===== config.mk =====
export PLATFORM = sky130hd
export DESIGN_NAME = dckm_src_tap_flat
export DESIGN_NICKNAME = d
export VERILOG_FILES = /design/src/inc/dckm_edge_if.sv /design/src/hw/dckm_src_tap.sv /design/src/flat_wrapper.sv
export VERILOG_INCLUDE_DIRS = /design/src /design/src/inc
export SDC_FILE = /design/constraint.sdc
export NUM_CORES = 1
export LEC_CHECK = 0
export ABC_AREA = 0
export BUFFER_PORTS_ARGS = -buffer_cell sky130_fd_sc_hd__clkbuf_2
export CAP_MARGIN = 20
export CELL_PAD_IN_SITES_DETAIL_PLACEMENT = 0
export CELL_PAD_IN_SITES_GLOBAL_PLACEMENT = 1
export CORE_AREA = 2 2 62 64
export CTS_BUF_LIST = sky130_fd_sc_hd__clkbuf_2 sky130_fd_sc_hd__clkbuf_4 sky130_fd_sc_hd__clkbuf_8
export CTS_CLUSTER_DIAMETER = 30
export DETAILED_ROUTE_END_ITERATION = 16
export DIE_AREA = 0 0 64 66
export GPL_ROUTABILITY_DRIVEN = 0
export PLACE_DENSITY = 0.87
export SYNTH_ARGS = -nofsm -noshare
export SYNTH_HDL_FRONTEND = slang
export SYNTH_SLANG_ARGS = --single-unit

===== constraint.sdc =====
create_clock -name i_clk -period 1.4 [get_ports i_clk]
set_clock_uncertainty 0.15 [all_clocks]
set_input_delay 0.21 -clock i_clk [delete_from_list [all_inputs] [get_ports i_clk]]
set_output_delay 0.21 -clock i_clk [all_outputs]
set_load 0.02 [all_outputs]

===== src/inc/dckm_cfg.svh =====
// constants for the dual clock checker
`ifndef DCKM_CFG_SVH
`define DCKM_CFG_SVH
`define DCKM_SEL0_W 4
`define DCKM_SEL1_W 5
`define DCKM_SRC0_N 16
`define DCKM_SRC1_N 32
`define DCKM_CNT_W 21
`define DCKM_SEED_W 20
`define DCKM_TOL_W 16
// codes with a clock behind them, one bit per code
`define DCKM_SRC0_MAP 16'h1137
`define DCKM_SRC1_MAP 32'h0000FE4D
// first counter codes
`define DCKM_S0_CRYSTAL 4'h0
`define DCKM_S0_OSC_ONE 4'h1
`define DCKM_S0_OSC_TWO 4'h2
`define DCKM_S0_TEST_CLK 4'h4
`define DCKM_S0_CORE_SYS 4'h5
`define DCKM_S0_AUX_IN 4'h8
`define DCKM_S0_XBAR16 4'hC
// second counter codes
`define DCKM_S1_RAW_PLL 5'h00
`define DCKM_S1_OSC_ONE 5'h02
`define DCKM_S1_OSC_TWO 5'h03
`define DCKM_S1_CORE_SYS 5'h06
`define DCKM_S1_XBAR15 5'h09
`define DCKM_S1_AUX_IN 5'h0A
`define DCKM_S1_PWM 5'h0B
`define DCKM_S1_LOW_SPEED 5'h0C
`define DCKM_S1_CONVERTER 5'h0D
`define DCKM_S1_WATCHDOG 5'h0E
`define DCKM_S1_CAN_BIT 5'h0F
// reset values
`define DCKM_CNT_RST 21'h000000
`define DCKM_FLAG_RST 1'b0
`endif


===== src/inc/dckm_edge_if.sv =====
// edge pulses from the source tap to the checker
`timescale 1ns/1ns
`default_nettype none
interface dckm_edge_if;
  logic ref_edge;
  logic test_edge;
  logic ref_ok;
  logic test_ok;
  modport src (output ref_edge, output test_edge, output ref_ok, output test_ok);
  modport chk (input ref_edge, input test_edge, input ref_ok, input test_ok);
endinterface
`default_nettype wire


===== src/hw/dckm_src_tap.sv =====
// source synchronisers, selection and rising edge pulses
`timescale 1ns/1ns
`default_nettype none
`include "dckm_cfg.svh"
module dckm_src_tap (
  // clock and reset
  input wire logic i_clk,
  input wire logic i_reset_n,
  // raw clocks and selects
  input wire logic [`DCKM_SRC0_N-1:0] i_first_clocks,
  input wire logic [`DCKM_SRC1_N-1:0] i_second_clocks,
  input wire logic [`DCKM_SEL0_W-1:0] i_first_counter_source_select,
  input wire logic [`DCKM_SEL1_W-1:0] i_second_counter_source_select,
  // edges out
  dckm_edge_if.src o_edges
);
  localparam logic [`DCKM_SRC0_N-1:0] MAP0 = `DCKM_SRC0_MAP;
  localparam logic [`DCKM_SRC1_N-1:0] MAP1 = `DCKM_SRC1_MAP;
  logic [`DCKM_SRC0_N-1:0] s0a_q, s0b_q, s0a_d, s0b_d;
  logic [`DCKM_SRC1_N-1:0] s1a_q, s1b_q, s1a_d, s1b_d;
  logic ref_prev_q, test_prev_q, ref_prev_d, test_prev_d;
  logic ref_lvl, test_lvl;
  // reserved codes carry no clock, their flops stay at zero
  genvar gi;
  generate
    for (gi = 0; gi < `DCKM_SRC0_N; gi++) begin : g_s0
      assign s0a_d[gi] = MAP0[gi] & i_first_clocks[gi];
      assign s0b_d[gi] = s0a_q[gi];
    end
    for (gi = 0; gi < `DCKM_SRC1_N; gi++) begin : g_s1
      assign s1a_d[gi] = MAP1[gi] & i_second_clocks[gi];
      assign s1b_d[gi] = s1a_q[gi];
    end
  endgenerate
  always_comb begin
    ref_lvl = s0b_q[i_first_counter_source_select];
    test_lvl = s1b_q[i_second_counter_source_select];
    ref_prev_d = ref_lvl;
    test_prev_d = test_lvl;
  end
  always_ff @(posedge i_clk or negedge i_reset_n) begin
    if (!i_reset_n) begin
      s0a_q <= '0;
      s0b_q <= '0;
      s1a_q <= '0;
      s1b_q <= '0;
      ref_prev_q <= 1'b0;
      test_prev_q <= 1'b0;
    end else begin
      s0a_q <= s0a_d;
      s0b_q <= s0b_d;
      s1a_q <= s1a_d;
      s1b_q <= s1b_d;
      ref_prev_q <= ref_prev_d;
      test_prev_q <= test_prev_d;
    end
  end
  // sources must run below half of i_clk or edges are lost
  assign o_edges.ref_edge = ref_lvl & ~ref_prev_q;
  assign o_edges.test_edge = test_lvl & ~test_prev_q;
  assign o_edges.ref_ok = MAP0[i_first_counter_source_select];
  assign o_edges.test_ok = MAP1[i_second_counter_source_select];
  AST_REF_RESERVED_SILENT: assert property (@(posedge i_clk) disable iff (!i_reset_n)
    !MAP0[i_first_counter_source_select] |-> !o_edges.ref_edge)
    else $error("edge seen on reserved first source");
  AST_TEST_RESERVED_SILENT: assert property (@(posedge i_clk) disable iff (!i_reset_n)
    !MAP1[i_second_counter_source_select] |-> !o_edges.test_edge)
    else $error("edge seen on reserved second source");
endmodule
`default_nettype wire


===== src/flat_wrapper.sv =====
// flat-port wrapper written by rule: the top's interface ports become plain ports
module dckm_src_tap_flat 
  (i_clk, i_reset_n, i_first_clocks, i_second_clocks, i_first_counter_source_select, i_second_counter_source_select, o_edges_ref_edge, o_edges_test_edge, o_edges_ref_ok, o_edges_test_ok);
  dckm_edge_if o_edges_i ();
  input wire logic i_clk;
  input wire logic i_reset_n;
  input wire logic [`DCKM_SRC0_N-1:0] i_first_clocks;
  input wire logic [`DCKM_SRC1_N-1:0] i_second_clocks;
  input wire logic [`DCKM_SEL0_W-1:0] i_first_counter_source_select;
  input wire logic [`DCKM_SEL1_W-1:0] i_second_counter_source_select;
  output wire logic [$bits(o_edges_i.ref_edge)-1:0] o_edges_ref_edge;
  output wire logic [$bits(o_edges_i.test_edge)-1:0] o_edges_test_edge;
  output wire logic [$bits(o_edges_i.ref_ok)-1:0] o_edges_ref_ok;
  output wire logic [$bits(o_edges_i.test_ok)-1:0] o_edges_test_ok;
  assign o_edges_ref_edge = o_edges_i.ref_edge;
  assign o_edges_test_edge = o_edges_i.test_edge;
  assign o_edges_ref_ok = o_edges_i.ref_ok;
  assign o_edges_test_ok = o_edges_i.test_ok;
  dckm_src_tap u_core (.i_clk(i_clk), .i_reset_n(i_reset_n), .i_first_clocks(i_first_clocks), .i_second_clocks(i_second_clocks), .i_first_counter_source_select(i_first_counter_source_select), .i_second_counter_source_select(i_second_counter_source_select), .o_edges(o_edges_i));
endmodule

Word level (Yosys, flattened, before mapping)
Memory sizes are Yosys's and may differ from the RTL's.
Index checks and enable logic that the tools add are counted.
{"block": "totals", "ff_bits": 38, "mem_bits_ro": 48, "in_bits": 59, "out_inout_bits": 4, "word_cells": 20, "memories": 2}
{"block": "classes", "n_lt_le_gt_ge": 2, "muxes": 6, "bitwise_logic": 4}
{"name": "(no name shown)", "words": 32, "word_bits": 1, "read_ports": 1, "rd_clocked_by_memory_dff": 0, "write_ports": 0, "line_no": "dckm_src_tap.sv:62", "rtl": "assign o_edges.test_ok = MAP1[i_second_counter_source_select];"}
{"name": "(no name shown)", "words": 16, "word_bits": 1, "read_ports": 1, "rd_clocked_by_memory_dff": 0, "write_ports": 0, "line_no": "dckm_src_tap.sv:61", "rtl": "assign o_edges.ref_ok = MAP0[i_first_counter_source_select];"}
{"operator": "5-bit by 6-bit < comparator with 1-bit output (second input constant)", "count": 1}
{"operator": "1-bit binary-select mux with 5-bit select", "count": 1}
{"operator": "4-bit by 5-bit < comparator with 1-bit output (second input constant)", "count": 1}
{"operator": "1-bit binary-select mux with 4-bit select", "count": 1}
{"operator": "1-bit 2-to-1 mux", "count": 4}
{"operator": "1-bit bitwise AND", "count": 2}
{"operator": "1-bit inverter", "count": 2}

Logic depth before layout (Yosys ltp)
{"block": "depth", "depth_word": 3, "depth_mapped": 5, "mapped_depth_nobuf": 4}

Worst setup path after synthesis
Ideal clock, no wire load.
{"block": "synth_path", "kind": "in2out", "startpoint": "in i_second_counter_source_select[1]", "endpoint": "out o_edges_test_edge", "arrival_ns": 1.142, "required_ns": 1.040, "setup_slack_ns": -0.102, "stages": 5, "path_buffers": 1, "cell_sequence": "buf_6 nor3b_1 o31ai_2 nand3_1 o22ai_1"}
{"block": "synth_between", "elab_chain_cells": 3}
{"element": "from (decl)", "line_no": "flat_wrapper.sv:10", "rtl": "input wire logic [`DCKM_SEL1_W-1:0] i_second_counter_source_select;"}
{"element": "1-bit binary-select mux with 5-bit select", "line_no": "dckm_src_tap.sv:37", "rtl": "test_lvl = s1b_q[i_second_counter_source_select];"}
{"element": "1-bit 2-to-1 mux (not written as such)", "line_no": "dckm_src_tap.sv:37"}
{"element": "1-bit bitwise AND", "line_no": "dckm_src_tap.sv:60", "rtl": "assign o_edges.test_edge = test_lvl & ~test_prev_q;"}
{"element": "to (decl)", "line_no": "flat_wrapper.sv:12", "rtl": "output wire logic [$bits(o_edges_i.test_edge)-1:0] o_edges_test_edge;"}
Every way passes these cells. The select of a mux whose other input is x is not followed.

Worst setup path after layout
{"block": "layout_path", "startpoint": "reg u_core.s0b_q[5]", "endpoint": "out o_edges_ref_edge"}
{"block": "layout_between", "elab_chain_cells": 3}
{"element": "from (decl)", "line_no": "dckm_src_tap.sv:19", "rtl": "logic [`DCKM_SRC0_N-1:0] s0a_q, s0b_q, s0a_d, s0b_d;"}
{"element": "from (signal assigned)", "line_no": "dckm_src_tap.sv:44", "rtl": "s0b_q <= '0;"}
{"element": "from (signal assigned)", "line_no": "dckm_src_tap.sv:51", "rtl": "s0b_q <= s0b_d;"}
{"element": "1-bit binary-select mux with 4-bit select", "line_no": "dckm_src_tap.sv:36", "rtl": "ref_lvl = s0b_q[i_first_counter_source_select];"}
{"element": "1-bit 2-to-1 mux (not written as such)", "line_no": "dckm_src_tap.sv:36"}
{"element": "1-bit bitwise AND", "line_no": "dckm_src_tap.sv:59", "rtl": "assign o_edges.ref_edge = ref_lvl & ~ref_prev_q;"}
{"element": "to (decl)", "line_no": "flat_wrapper.sv:11", "rtl": "output wire logic [$bits(o_edges_i.ref_edge)-1:0] o_edges_ref_edge;"}
Every way passes these cells. The select of a mux whose other input is x is not followed.

==> metrics.txt <==
# TYPE chip_impl_metric gauge
chip_impl_info{name="outcome",value="complete, but fails checks"} 1
chip_impl_info{name="violations",value="negative setup slack"} 1
chip_impl_metric{name="cts.sinks",unit=""} 38
chip_impl_info{name="post-synth-top-area-cell",value="dfrtp_1"} 1
chip_impl_metric{name="worstMarginPinSlew",unit="ns"} 0.4327
chip_impl_info{name="synth_ff_type",value="dfrtp_1"} 1
chip_impl_metric{name="fillers",unit=""} 292
chip_impl_metric{name="grt_start_max_net_pins",unit=""} 39
chip_impl_info{name="worst_hold_path_type",value="input pin to register"} 1
chip_impl_metric{name="final_critical_path_setup_slack",unit="ns"} -0.4794
chip_impl_info{name="hold_start",value="i_first_counter_source_select[1]"} 1
chip_impl_metric{name="timing.hold.ws",unit="ns"} 0.07556
chip_impl_metric{name="i_o_pin_total",unit=""} 63
chip_impl_metric{name="port_buffers",unit=""} 32
chip_impl_metric{name="grt_remaining_overflow",unit=""} 0
chip_impl_info{name="path_cells",value="mux4_2 -> nand2_2 -> a31oi_4 -> buf_8"} 1
chip_impl_info{name="tritoncts_clock_tree",value="yes"} 1
chip_impl_metric{name="maxcap_viol_count",unit=""} 0
chip_impl_metric{name="path_clk_slew",unit="ns"} 0.11
chip_impl_metric{name="wire_length_of_the_first_global_routing_pass",unit="µm"} 3670
chip_impl_metric{name="cts.path.max_buffers",unit=""} 2
chip_impl_metric{name="fin_tns_setup",unit="ns"} -0.8298
chip_impl_metric{name="share_of_cells_above_drive_strength_1",unit=""} 0.4225
chip_impl_metric{name="setup_viol_count_final",unit=""} 2
chip_impl_metric{name="fp.dieH",unit="µm"} 66
chip_impl_metric{name="yosysWarningCount",unit=""} 0
chip_impl_metric{name="final_period_minus_worst_setup_slack",unit="ns"} 1.879
chip_impl_metric{name="vias",unit=""} 834
chip_impl_metric{name="worst-path-max-fanout",unit=""} 2
chip_impl_info{name="worstReg2RegEnd",value="u_core.ref_prev_q"} 1
chip_impl_metric{name="synthToLayoutAreaGrowth",unit="%"} 52.21
chip_impl_metric{name="crit_required",unit="ns"} 1.04
chip_impl_metric{name="synthesis.area_per_instance",unit="µm²"} 15.61
chip_impl_metric{name="p_per_area",unit="nW/µm²"} 1083
chip_impl_info{name="timing.critical_path.max_delay_family",value="multiplexers"} 1
chip_impl_metric{name="worst_ir_drop_vdd",unit="mV"} 0.6053
chip_impl_metric{name="place.detailed.hpwl",unit="µm"} 1391
chip_impl_metric{name="maxSlewViolCount",unit=""} 0
chip_impl_metric{name="synthesis.nets",unit=""} 137
chip_impl_metric{name="post_drt_wl_per_cell",unit="µm"} 11.12
chip_impl_metric{name="ys_types",unit=""} 22
chip_impl_info{name="cts_root_buffer",value="clkbuf_4"} 1
chip_impl_info{name="post_synth_main_area_contributors",value="dfrtp_1 (78%), mux2i_1 (2.5%), nand3_1 (2.5%), mux4_2 (1.8%), a21oi_1 (1.6%)"} 1
chip_impl_metric{name="post-place-cells",unit=""} 163
chip_impl_metric{name="drt_pre_antenna_iters",unit=""} 4
chip_impl_metric{name="chipWidth",unit="µm"} 64
chip_impl_metric{name="track_usage",unit=""} 0.1213
chip_impl_metric{name="clk_latency",unit="ns"} 0.34
chip_impl_metric{name="r2r_setup_slack",unit="ns"} 0.12
chip_impl_metric{name="antenna_cells",unit=""} 0
chip_impl_metric{name="first_global_vias",unit=""} 887
chip_impl_metric{name="async_reset_ff_frac",unit=""} 1.000
chip_impl_metric{name="worst_path_largest_cell_delay",unit="ns"} 0.47
chip_impl_metric{name="static-leakage-power",unit="nW"} 0.8545
chip_impl_metric{name="fin_nets",unit=""} 200
chip_impl_info{name="timing.critical_path.from_type",value="register"} 1
chip_impl_metric{name="worst-endpoint-arrival",unit="ns"} 1.52
chip_impl_metric{name="grt_antenna_before_repair",unit=""} 0
chip_impl_metric{name="synth-seq-cells",unit=""} 38
chip_impl_metric{name="share_of_the_clock_period_used_by_the_worst_path_after_layout",unit=""} 1.342
chip_impl_info{name="post_synth_most_frequent_cells",value="dfrtp_1 (38), nand3_1 (6), nor2_1 (5), a21oi_1 (4)"} 1
chip_impl_metric{name="initial_utilization",unit=""} 0.3428
chip_impl_metric{name="post_route_drc",unit=""} 0
chip_impl_metric{name="layout.cells.non_filler",unit=""} 190
chip_impl_metric{name="report.final.hold_viol_count",unit=""} 0
chip_impl_info{name="critical_path.reg2reg.startpoint",value="u_core.s0b_q[5]"} 1
chip_impl_metric{name="min_delay_path_depth",unit=""} 4
chip_impl_metric{name="floorplan.rows",unit=""} 22
chip_impl_metric{name="htreeDepth",unit=""} 2
chip_impl_info{name="endpoint_kind",value="output pin"} 1
chip_impl_info{name="critical_path_s_slowest_cell",value="mux4_2"} 1
chip_impl_metric{name="netlist_area",unit="µm²"} 1217
chip_impl_metric{name="synth_enable_flop_cells",unit=""} 0
chip_impl_metric{name="detail-route-antenna-nets",unit=""} 0
chip_impl_info{name="hold_end",value="u_core.ref_prev_q"} 1
chip_impl_metric{name="rr_worst_depth",unit=""} 3
chip_impl_metric{name="tritoncts.num_buffers",unit=""} 5
chip_impl_metric{name="netlist_instances",unit=""} 78
chip_impl_metric{name="synth_seq_area_share",unit=""} 0.7811
chip_impl_metric{name="routed_wl",unit="µm"} 2113
chip_impl_metric{name="die_area",unit="µm²"} 4224
chip_impl_metric{name="detail_route.vias_per_cell",unit=""} 4.389
chip_impl_metric{name="detailedRoute.firstIterationViolations",unit=""} 10
chip_impl_info{name="rsz_0062_raised_after_global_routing",value="true"} 1
chip_impl_metric{name="cp.buffers_inverters",unit=""} 1
chip_impl_info{name="timing.setup.critical_path_class",value="register to output pin"} 1
chip_impl_metric{name="slew_headroom",unit=""} 0.7116
chip_impl_metric{name="yosysTopAreaCellShare",unit=""} 0.7811
chip_impl_metric{name="fmax",unit="MHz"} 532.1
chip_impl_metric{name="post_cts_buffers",unit=""} 0
chip_impl_info{name="synth_most_common_cell",value="dfrtp_1"} 1
chip_impl_metric{name="placeableCoreArea",unit="µm²"} 3551
## metal layers
| metal | global-route usage | vias up | routed length, µm |
|---|---|---|---|
| met3 | 0.01874 | 6 | 83 |
| met4 | 0.1141 | 0 | 78 |
| met2 | 0.2240 | 27 | 1190 |
| met5 | 0 | - | 0 |
| met1 | 0.1132 | 406 | 761 |
| li1 | - | 395 | - |
## area by class of cell
type                            instances  area, µm²  share of cell area
Tap cell                               48      60.06             0.03241
Clock inverter                          1      5.005            0.002701
Sequential cell                        38      950.9              0.5132
Multi-Input combinational cell         37      297.8              0.1607
Clock buffer                            7      58.81             0.03174
Timing Repair Buffer                   59      480.5              0.2593
## worst max path at each step
stage	from	endpoint	slack, ns	depth (start not counted)
after floorplan	i_second_counter_source_select[1]	o_edges_test_edge	0.004	5
after global placement	i_second_counter_source_select[1]	o_edges_test_edge	-0.22	6
after detailed placement	i_second_counter_source_select[1]	o_edges_test_edge	-0.25	6
after CTS	u_core.s0b_q[5]	o_edges_ref_edge	-0.51	4
after global routing	u_core.s0b_q[5]	o_edges_ref_edge	-0.56	4
final	u_core.s0b_q[5]	o_edges_ref_edge	-0.48	4
## worst register-to-register path, delay by kind of cell (launching register included)
family,cells,cell delay (ns)
muxes,1,0.47
DFF,1,0.37
and+or+nand+nor,2,0.18
## power by group
part           total (mW)  leakage (nW)  switching, mW  internal [mW]
Combinational       0.248         0.370          0.105          0.144
Clock               0.586        0.0387          0.324          0.263
Sequential           1.17         0.446         0.0182           1.15
Total                2.01         0.854          0.446           1.56
## flip-flops by register name, indices dropped and copies added (netlist names)
name / cells
u_core.test_prev_q: 1
u_core.ref_prev_q: 1
u_core.s1a_q: 11
u_core.s0a_q: 7
u_core.s0b_q: 7
u_core.s1b_q: 11
## layout by cell type, fill, tap and decap left out, types with 2 or more instances in the layout
| master | instances |
|---|---|
| a21oi_1 | 3 |
| dlygate4sd3_1 | 19 |
| buf_6 | 4 |
| buf_4 | 6 |
| nand3_1 | 5 |
| buf_8 | 3 |
| mux2i_1 | 3 |
| nand2_1 | 2 |
| nor2_1 | 5 |
| clkbuf_4 | 6 |
| dfrtp_1 | 38 |
| clkbuf_2 | 26 |
## kinds of logic (layout without fill, tap and decap cells)
| group | Yosys count | count (layout) | share of synthesized area |
|---|---|---|---|
| flops | 38 | 38 | 0.7811 |
| simple gates | 21 | 21 | 0.08943 |
| compound gates | 11 | 11 | 0.05756 |
| mux | 5 | 5 | 0.05241 |
| buf+inv | 3 | 67 | 0.01952 |
## repair_timing
action                                  in CTS  in global routing
pin swaps                                    7                  7
resized for setup                           14                 12
cloned                                       0                  0
hold buffers                                19                  0
endpoints found under the setup margin       3                  3
hold endpoints to repair                    56                  0
## metrics by stage
stage               setup slack, ns  power, mW  utilization  instance area, µm²
floorplan                  0.003653      1.269            -                1242
global placement            -0.2246      1.357       0.4221                1499
detailed placement          -0.2498      1.367       0.4221                1499
CTS                         -0.5058      2.010       0.5123                1819
global route                -0.5617      2.107       0.5218                1853
finish                      -0.4794      2.006       0.5218                1853
No activity file was read; power rests on OpenSTA's default activity.
